<file path="src/ssti_consts.svh">
// Purpose: constants for the scan-port instruction logic of the static RAM
// Assumes: included by bare name wherever a figure is needed
// Notes:   instruction codes are written msb first; bit 0 is shifted first
`ifndef SSTI_CONSTS_SVH
`define SSTI_CONSTS_SVH

`define SSTI_IR_W        3
`define SSTI_TAP_W       4
`define SSTI_SYNC_W      2
`define SSTI_IR_ZEROS    3'h0
`define SSTI_IR_IDCODE   3'h1
`define SSTI_IR_SAMPLEZ  3'h2
`define SSTI_IR_RSV_A    3'h3
`define SSTI_IR_SAMPLE   3'h4
`define SSTI_IR_RSV_B    3'h5
`define SSTI_IR_RSV_C    3'h6
`define SSTI_IR_BYPASS   3'h7
`define SSTI_IR_CAPTURE  3'h1
`define SSTI_ID_W        32
// identity value is arbitrary; bit 0 set as scan convention requires
`define SSTI_ID_VALUE    32'h0a5c_3e01
`define SSTI_BSR_LEN     51
`define SSTI_BYPASS_CAP  1'b0

`endif

</file>
<file path="src/ssti_pkg.sv">
// Purpose: shared types of the scan-port instruction logic
// Assumes: ssti_consts.svh gives every width
// Notes:   state codes follow the usual controller numbering of this team
`include "ssti_consts.svh"
package ssti_pkg;
  typedef enum logic [`SSTI_TAP_W-1:0] {
    TAP_RESET   = 4'h0,
    TAP_IDLE    = 4'h1,
    TAP_SEL_DR  = 4'h2,
    TAP_CAP_DR  = 4'h3,
    TAP_SH_DR   = 4'h4,
    TAP_EX1_DR  = 4'h5,
    TAP_PA_DR   = 4'h6,
    TAP_EX2_DR  = 4'h7,
    TAP_UP_DR   = 4'h8,
    TAP_SEL_IR  = 4'h9,
    TAP_CAP_IR  = 4'ha,
    TAP_SH_IR   = 4'hb,
    TAP_EX1_IR  = 4'hc,
    TAP_PA_IR   = 4'hd,
    TAP_EX2_IR  = 4'he,
    TAP_UP_IR   = 4'hf
  } ssti_state_e;

  typedef logic [`SSTI_IR_W-1:0] ssti_ir_t;
endpackage : ssti_pkg

</file>
<file path="src/ssti_tap_if.sv">
// Purpose: carries test-clock edge, mode select and controller state
// Assumes: all signals live in the system clock domain
// Notes:   tck_rise is a one-cycle pulse
`timescale 1ns/1ps
`default_nettype none
interface ssti_tap_if;
  logic                  tck_rise;
  logic                  tms;
  ssti_pkg::ssti_state_e state;
  modport fsm  (input tck_rise, input tms, output state);
  modport user (output tck_rise, output tms, input state);
endinterface : ssti_tap_if
`default_nettype wire

</file>
<file path="src/ssti_tap_fsm.sv">
// Purpose: tracks the sixteen test-access controller states
// Assumes: tck_rise marks a synchronised rising test clock edge
// Notes:   reset parks the controller in test-logic-reset
`timescale 1ns/1ps
`default_nettype none
module ssti_tap_fsm (
  input  wire logic clock,
  input  wire logic rst,
  ssti_tap_if.fsm   tap
);
  import ssti_pkg::*;

  ssti_state_e state;
  ssti_state_e next_state;
  logic        m;

  assign m         = tap.tms;
  assign tap.state = state;

  always_comb begin
    case (state)
      TAP_RESET:  next_state = m ? TAP_RESET  : TAP_IDLE;
      TAP_IDLE:   next_state = m ? TAP_SEL_DR : TAP_IDLE;
      TAP_SEL_DR: next_state = m ? TAP_SEL_IR : TAP_CAP_DR;
      TAP_CAP_DR: next_state = m ? TAP_EX1_DR : TAP_SH_DR;
      TAP_SH_DR:  next_state = m ? TAP_EX1_DR : TAP_SH_DR;
      TAP_EX1_DR: next_state = m ? TAP_UP_DR  : TAP_PA_DR;
      TAP_PA_DR:  next_state = m ? TAP_EX2_DR : TAP_PA_DR;
      TAP_EX2_DR: next_state = m ? TAP_UP_DR  : TAP_SH_DR;
      TAP_UP_DR:  next_state = m ? TAP_SEL_DR : TAP_IDLE;
      TAP_SEL_IR: next_state = m ? TAP_RESET  : TAP_CAP_IR;
      TAP_CAP_IR: next_state = m ? TAP_EX1_IR : TAP_SH_IR;
      TAP_SH_IR:  next_state = m ? TAP_EX1_IR : TAP_SH_IR;
      TAP_EX1_IR: next_state = m ? TAP_UP_IR  : TAP_PA_IR;
      TAP_PA_IR:  next_state = m ? TAP_EX2_IR : TAP_PA_IR;
      TAP_EX2_IR: next_state = m ? TAP_UP_IR  : TAP_SH_IR;
      TAP_UP_IR:  next_state = m ? TAP_SEL_DR : TAP_IDLE;
      default:    next_state = TAP_RESET;
    endcase
  end

  always_ff @(posedge clock or posedge rst) begin
    if (rst) begin
      state <= TAP_RESET;
    end else if (tap.tck_rise) begin
      state <= next_state;
    end
  end
endmodule : ssti_tap_fsm
`default_nettype wire

</file>
<file path="src/ssti_top.sv">
// Purpose: instruction and data register logic of the RAM scan port
// Assumes: test clock sampled by the 50 MHz system clock, far slower
// Notes:   observe only; nothing here can reach the memory array
//
// Overview of operation
// - capture-IR loads 01 into low bits
// - shift-IR puts instruction register on serial path
// - new instruction takes effect only at update-IR
// - code 111 selects bypass, RAM untouched
// - code 100 captures pad states at capture-DR
// - sampling codes shift boundary register in shift-DR
// - update-DR under sampling acts like pause-DR
// - code 000 samples and holds data pins high-Z
// - code 001 captures and shifts identity register
// - identity code active at reset and test-logic-reset
// - code 010 floats data pins, samples, shifts boundary
// - port only observes; never drives memory or buffers
// - identity, bypass, sampling leave RAM untouched
// - codes written msb first, lsb shifted first
`timescale 1ns/1ps
`default_nettype none
`include "ssti_consts.svh"
module ssti_top #(
  parameter int                     BSR_LEN  = `SSTI_BSR_LEN,
  parameter logic [`SSTI_ID_W-1:0]  ID_VALUE = `SSTI_ID_VALUE
) (
  input  wire logic               clock,
  input  wire logic               rst,
  input  wire logic               tck,
  input  wire logic               tms,
  input  wire logic               tdi,
  input  wire logic [BSR_LEN-1:0] pad_state,
  output logic                    tdo,
  output logic                    tdo_oe,
  output logic                    dq_hiz,
  output ssti_pkg::ssti_ir_t      active_ir
);
  import ssti_pkg::*;

  // two-flop synchronisers; a third tck stage only feeds edge detection
  logic [`SSTI_SYNC_W-1:0] tck_sync;
  logic [`SSTI_SYNC_W-1:0] tms_sync;
  logic [`SSTI_SYNC_W-1:0] tdi_sync;
  logic                    tck_last;
  logic [BSR_LEN-1:0]      pad_meta;
  logic [BSR_LEN-1:0]      pad_s;

  always_ff @(posedge clock or posedge rst) begin
    if (rst) begin
      tck_sync <= '0;
      tms_sync <= '1;
      tdi_sync <= '1;
      tck_last <= 1'b0;
      pad_meta <= '0;
      pad_s    <= '0;
    end else begin
      tck_sync <= {tck_sync[0], tck};
      tms_sync <= {tms_sync[0], tms};
      tdi_sync <= {tdi_sync[0], tdi};
      tck_last <= tck_sync[1];
      pad_meta <= pad_state;
      pad_s    <= pad_meta;
    end
  end

  wire tck_s    = tck_sync[1];
  wire tdi_s    = tdi_sync[1];
  wire tck_rise = tck_s & ~tck_last;
  wire tck_fall = ~tck_s & tck_last;

  ssti_tap_if tap ();
  assign tap.tck_rise = tck_rise;
  assign tap.tms      = tms_sync[1];

  ssti_tap_fsm u_fsm (
    .clock (clock),
    .rst   (rst),
    .tap   (tap)
  );

  ssti_state_e state;
  assign state = tap.state;

  // decode of the current controller state and instruction
  wire in_cap_ir = tck_rise && state == TAP_CAP_IR;
  wire in_sh_ir  = tck_rise && state == TAP_SH_IR;
  wire in_cap_dr = tck_rise && state == TAP_CAP_DR;
  wire in_sh_dr  = tck_rise && state == TAP_SH_DR;
  wire in_up_ir  = tck_fall && state == TAP_UP_IR;
  wire shifting  = state == TAP_SH_IR || state == TAP_SH_DR;

  // reserved codes fall back to bypass so that the chain stays one stage long
  wire sel_bsr   = active_ir == `SSTI_IR_ZEROS || active_ir == `SSTI_IR_SAMPLE ||
                   active_ir == `SSTI_IR_SAMPLEZ;
  wire sel_id    = active_ir == `SSTI_IR_IDCODE;
  wire sel_byp   = !sel_bsr && !sel_id;
  wire next_hiz  = active_ir == `SSTI_IR_ZEROS || active_ir == `SSTI_IR_SAMPLEZ;

  ssti_ir_t              ir_shift;
  logic                  bypass;
  logic [`SSTI_ID_W-1:0] id_shift;
  logic [BSR_LEN-1:0]    bsr;

  // instruction register shift stage, lsb leaves first
  always_ff @(posedge clock or posedge rst) begin
    if (rst) begin
      ir_shift <= `SSTI_IR_CAPTURE;
    end else if (in_cap_ir) begin
      ir_shift <= `SSTI_IR_CAPTURE;
    end else if (in_sh_ir) begin
      ir_shift <= {tdi_s, ir_shift[`SSTI_IR_W-1:1]};
    end
  end

  // active instruction only moves at update-IR or controller reset
  always_ff @(posedge clock or posedge rst) begin
    if (rst) begin
      active_ir <= `SSTI_IR_IDCODE;
    end else if (state == TAP_RESET) begin
      active_ir <= `SSTI_IR_IDCODE;
    end else if (in_up_ir) begin
      active_ir <= ir_shift;
    end
  end

  // data registers; update-DR is ignored on purpose, nothing is preloaded
  always_ff @(posedge clock or posedge rst) begin
    if (rst) begin
      bypass   <= `SSTI_BYPASS_CAP;
      id_shift <= '0;
      bsr      <= '0;
    end else if (in_cap_dr) begin
      bypass   <= `SSTI_BYPASS_CAP;
      if (sel_id) id_shift <= ID_VALUE;
      if (sel_bsr) bsr <= pad_s;
    end else if (in_sh_dr) begin
      if (sel_byp) bypass <= tdi_s;
      if (sel_id) id_shift <= {tdi_s, id_shift[`SSTI_ID_W-1:1]};
      if (sel_bsr) bsr <= {tdi_s, bsr[BSR_LEN-1:1]};
    end
  end

  wire dr_out = sel_bsr ? bsr[0] : (sel_id ? id_shift[0] : bypass);
  wire next_tdo = state == TAP_SH_IR ? ir_shift[0] : dr_out;

  // serial output moves on the falling edge so the far end samples on the rise
  always_ff @(posedge clock or posedge rst) begin
    if (rst) begin
      tdo    <= 1'b0;
      tdo_oe <= 1'b0;
    end else if (tck_fall) begin
      tdo    <= next_tdo;
      tdo_oe <= shifting;
    end
  end

  // only the data pins float; the memory path itself is never driven here
  always_ff @(posedge clock or posedge rst) begin
    if (rst) begin
      dq_hiz <= 1'b0;
    end else begin
      dq_hiz <= next_hiz;
    end
  end
endmodule : ssti_top
`default_nettype wire

</file>
<file path="config.mk">
export PLATFORM = sky130hd
export DESIGN_NAME = ssti_top
export DESIGN_NICKNAME = d
export VERILOG_FILES = /design/src/ssti_pkg.sv /design/src/ssti_tap_if.sv /design/src/ssti_tap_fsm.sv /design/src/ssti_top.sv
export VERILOG_INCLUDE_DIRS = /design/src
export SDC_FILE = /design/constraint.sdc
export NUM_CORES = 1
export LEC_CHECK = 0
export ABC_AREA = 1
export CELL_PAD_IN_SITES_DETAIL_PLACEMENT = 1
export CELL_PAD_IN_SITES_GLOBAL_PLACEMENT = 2
export CORE_ASPECT_RATIO = 0.6
export CORE_MARGIN = 2
export CORE_UTILIZATION = 37
export DETAILED_ROUTE_END_ITERATION = 7
export DONT_BUFFER_PORTS = 1
export PLACE_DENSITY = 0.82
export SLEW_MARGIN = 20
export SYNTH_ARGS = -nofsm -noshare
export SYNTH_HDL_FRONTEND = slang
export SYNTH_SLANG_ARGS = --single-unit
</file>
<file path="constraint.sdc">
create_clock -name clock -period 6.37 [get_ports clock]
set_input_delay 1.274 -clock clock [delete_from_list [all_inputs] [get_ports clock]]
set_output_delay 1.274 -clock clock [all_outputs]
set_load 0.01 [all_outputs]
</file>
* Yosys cells after proc, flatten, opt, wreduce, memory -nomap -nowiden *
Index checks and enable logic that the tools add are counted.

word-level totals
  input bits = 56
  bits in registers = 206

operators by class
  equal/unequal tests = 18
  multiplexer cells = 31
  reduce and logical (&&, ||, !) cells = 24
  bitwise operators = 4

operators by type and width
  kind                                                                    count
  51-bit 2-to-1 mux                                                       4
  32-bit 2-to-1 mux                                                       4
  4-bit case mux with 12 select lines                                     1
  4-bit equality test (second input constant)                             8
  3-bit 2-to-1 mux                                                        6
  4-bit by 3-bit equality test with 1-bit output (second input constant)  4
  4-bit 2-to-1 mux                                                        4
  1-bit 2-to-1 mux                                                        9
  4-bit by 2-bit equality test with 1-bit output (second input constant)  2
  2-bit nonzero test                                                      4
  1-bit logical AND                                                       6
  2-bit 2-to-1 mux                                                        3
  2-bit AND reduction                                                     3
  4-bit by 1-bit equality test with 1-bit output (second input constant)  1
  4-bit logical NOT                                                       1
  1-bit logical OR                                                        4
  2-bit OR reduction                                                      2
  3-bit by 1-bit equality test with 1-bit output (second input constant)  1
  3-bit by 2-bit equality test with 1-bit output (second input constant)  1
  3-bit equality test (second input constant)                             1
  3-bit logical NOT                                                       1
  3-bit OR reduction                                                      1
  1-bit AND                                                               2
  1-bit logical NOT                                                       2
  1-bit inverter                                                          2

* Depth between registers and ports, before layout *
  depth in word-level cells = 8
  gate-level depth with buffers = 11

* Cells and area by module *
From an unflattened synthesis, not the netlist that was laid out.

second synthesis, totals
  cell total of the unflattened synthesis = 805
  area total of the unflattened synthesis = 7,707.4 µm²

by module, submodules not included
  module        area an instance (µm²)  cells each  times used  sequential area each (µm²)
  ssti_top      7,274.5                 730         1           5,062.4
  ssti_tap_fsm  432.9                   75          1           100.1

* Worst setup path after synthesis *
No wires, ideal clock.

  path kind = register to output
  start point = register active_ir[0]
  end point = output port active_ir[0]
  buffers on the path = 0
  stages on the path, launching flop included = 1
  arrival = 545 ps
  setup slack = 4,551 ps
  data required time = 5,096 ps
  path through = dfstp_2

RTL lines
  element                   line             text
  start: declaration        ssti_top.sv:36   output ssti_pkg::ssti_ir_t active_ir
  start signal: assignment  ssti_top.sv:118  active_ir <= `SSTI_IR_IDCODE;
  start signal: assignment  ssti_top.sv:120  active_ir <= `SSTI_IR_IDCODE;
  start signal: assignment  ssti_top.sv:122  active_ir <= ir_shift;

No word-level cell between the ends.

* Worst setup path after layout *
  start point = register u_fsm.state[2] (netlist: u_fsm.tap.state[2])
  end point = register bsr[50]

on the way
  cells in the longest elaborated chain, start to end = 4
  elaborated cells between the ends (all ways) = 7

RTL lines
  element                                                                                                                  line                            text
  start: declaration                                                                                                       ssti_tap_fsm.sv:13              ssti_state_e state;
  start signal: assignment                                                                                                 ssti_tap_fsm.sv:46              state <= next_state;
  4-bit by 2-bit equality test with 1-bit output / 4-bit by 3-bit equality test with 1-bit output (equally long branches)  ssti_top.sv:87, ssti_top.sv:88
  1-bit logical AND, on equally long branches                                                                              ssti_top.sv:87, ssti_top.sv:88
  2-bit nonzero test (no source line)                                                                                      n/a
  2-bit AND reduction (no source line)                                                                                     n/a
  end signal: assignment                                                                                                   ssti_top.sv:135                 if (sel_bsr) bsr <= pad_s;
  end signal: assignment                                                                                                   ssti_top.sv:139                 if (sel_bsr) bsr <= {tdi_s, bsr[BSR_LEN-1:1]};
  end: declaration                                                                                                         ssti_top.sv:102                 logic [BSR_LEN-1:0] bsr;

Parallel ways exist; a longest one is shown, timed or not.
A chain may end at the register's enable or synchronous reset.

==> metrics.cfg <==
[power_and_ir_drop]
p_leak_nw=3.87
internal_power_mw=2.21
power_frac_comb_pct=9.8
clkPwrFrac_pct=41.0
power.net_switching_mw=0.774
seqPwrFrac_pct=49.3
ir_drop_uv=177
swShare_pct=25.9
cellPowerDensity_nw_per_um2=359

[timing]
setup_viol_count_final=0
fmax_mhz=387
hold_viol_final=0
fin_crit_sh_pct=40.6
max_slew_margin_pct=31.3
fin_skew_ns=0.0247
period_minus_slack_ns=2.58
tns_ns=0
rsz0062_at_grt=no
drv_slew=0
worst_pin_slew_ns=1.03
setup_ws_ns=3.79

[finish]
drive_above_1_share_pct=7.77
synthToLayoutAreaGrowth_pct=11.5
antenna_cells=0
register_area_sq_um=5160
final_area_sq_um=8320
nets=764
multiInputGateArea_sq_um=1780
fillers=2188

[global_routing]
grt_pass1_wl_microns=24200
grt_max_degree=207
antenna_found_initial=0
grt_pass1_vias=4917
track_usage_pct=13.8
overflow=0

[setup_path]
crit_type=flip-flop to flip-flop
crit_path_start_kind=flip-flop
crit_path_max_fanout=113
arrival_ns=2.92
crit_required_ns=6.71
rr_worst_depth=9
cp-end-kind=flip-flop

[drt]
vias=4617
finalWirelength_microns=13800
wl_per_cell_microns=13.9
detail_route.first_pass.iterations=5
drc=0
ant_nets=0
drt_iter0_drc=315
via_per_inst=4.64

[die]
die_area_sq_um=21400
die_w_microns=187
boundaryPins=62
start_util_pct=37.5
rows=40
die_h_microns=114
coreArea_sq_um=19900

[placement]
place_ws_ns=3.72
placed_area_sq_um=7600
place_congestion=0.808
portBuffers=0
hpwl_microns=8200

[clocking]
cts_buffer_depth=3
ctsHoldBuffers=0
clock_latency_ns=0.51
cts_resized=0
post_cts_buffers=0
cts-buffers-inserted=20
clkTransAtPathRegs_ns=0.07
htreeDepth=1
cts-root-buf=clkbuf_16
cts_tree=built
cts.sink_count=206

[yosys]
synth_nets=770
synth_top_area_share_pct=67.1
synth_cells=714
synth.top_cells.by_area=dfrtp_1 (67%), nand2_1 (10%), o21ai_0 (5.3%), inv_1 (3.5%), o21ai_1 (3.4%)
yosysSeqAreaShare_pct=69.2
yosysTopAreaCell=dfrtp_1
synth_warnings=0
synth_area_sq_um=7460
yosysUniqueCellTypes=25
ys_ff_latch=206
postSynthAreaPerCell_sq_um=10.4

[min_path]
min_path_type=flip-flop to flip-flop
hold_depth=0

[run_status]
outcome=completed

[flow_run]
cap_violations=0

## cells in the mapped netlist
cell and number:
o21a_1 1, o21bai_1 1, a31oi_1 3, inv_2 4, dfstp_2 6, nand2_2 3
o211ai_1 1, nor2_2 2, clkbuf_1 4, nand2_4 1, dfrtp_1 200, buf_4 4
buf_6 12, nor2_1 18, clkbuf_2 1, nor2_4 3, buf_2 11, nand3_1 30
o21ai_0 79, a21oi_1 1, o21ai_1 51, nand2_1 205, nand4_1 2, o22ai_1 1
inv_1 70
## logic make-up (layout without fill, tap and decap cells)
family	after synthesis	count (layout)	share of synthesized area (%)
AOI/OAI and AO/OA	138	138	9.43
buffers and inverters	106	113	6.94
DFF	206	206	69.2
and+or+nand+nor	264	264	14.4
## worst max-delay path: stages, from the launching register on
cell	delay, ns
dfrtp_1	0.45
nor2_2	0.26
nand2_2	0.12
nor2_4	0.08
buf_4	0.71
inv_2	0.40
nand2_1	0.20
nand2_1	0.06
nand2_1	0.05
o21ai_1	0.07
## placed cells by master, fill, tap and decap left out, drive strengths merged
cell,Yosys,routed
o21ai,130,130
nand3,30,30
o21bai,1,1
o211ai,1,1
a31oi,3,3
nand4,2,2
a21oi,1,1
nand2,209,209
clkinvlp,0,1
o22ai,1,1
nor2,23,23
clkinv,0,7
o21a,1,1
inv,74,73
dfstp,6,6
clkbuf,5,25
buf,27,4
bufinv,0,3
dfrtp,200,200
## layer usage
metal | global-route usage, % | part of all wire [%]
met1 | 19.9 | 49
met2 | 21.5 | 44
met3 | 2.95 | 4.8
met4 | 2.96 | 1.4
met5 | 0 | 0
## final cells by class
cell class / instances / share of cell area (%)
clock buffer: 25 / 6.48
clock inverter: 10 / 1.81
inverter: 74 / 3.38
multi-input combinational: 402 / 21.4
sequential: 206 / 62.1
tap: 273 / 4.11
timing repair buffer: 4 / 0.752
## power by group through the flow
stage	clock network [mW]	logic [mW]	registers (mW)
6_report	1.22	0.292	1.47
5_1_grt	1.32	0.340	1.48
4_1_cts	1.27	0.294	1.47
3_5_place_dp	0	0.291	1.50
3_3_place_gp	0	0.280	1.49
2_1_floorplan	0	0.240	1.47
## per-stage QoR
stage / hold slack, ns / util, % / power [mW] / std cells
global route: 0.353 / 41.9 / 3.15 / 994
detailed placement: 0.336 / 38.2 / 1.79 / 958
finish: 0.344 / 41.9 / 2.99 / 994
global placement: 0.332 / 38.2 / 1.77 / 958
floorplan: 0.331 / - / 1.71 / 714
CTS: 0.341 / 41.7 / 3.03 / 993
## worst paths after layout
path | end | from | slack (ns)
min | pad_s[6] | pad_meta[6] | 0.34
max reg2reg | bsr[50] | u_fsm.tap.state[2] | 3.79
min reg2reg | pad_s[6] | pad_meta[6] | 0.34
min in group asynchronous | pad_meta[5] | rst | 0.73
max in group asynchronous | tck_sync[1] | rst | 4.67
max | bsr[50] | u_fsm.tap.state[2] | 3.79
## state kept, by name, summed over array words and instances (netlist names)
name / flops
tms_sync: 2
active_ir: 3
pad_meta: 51
bypass: 1
tdo: 1
bsr: 51
u_fsm.tap.state: 4
tck_last: 1
ir_shift: 3
dq_hiz: 1
tdi_sync: 2
tck_sync: 2
tdo_oe: 1
pad_s: 51
id_shift: 32
(Power assumes the default switching activity.)
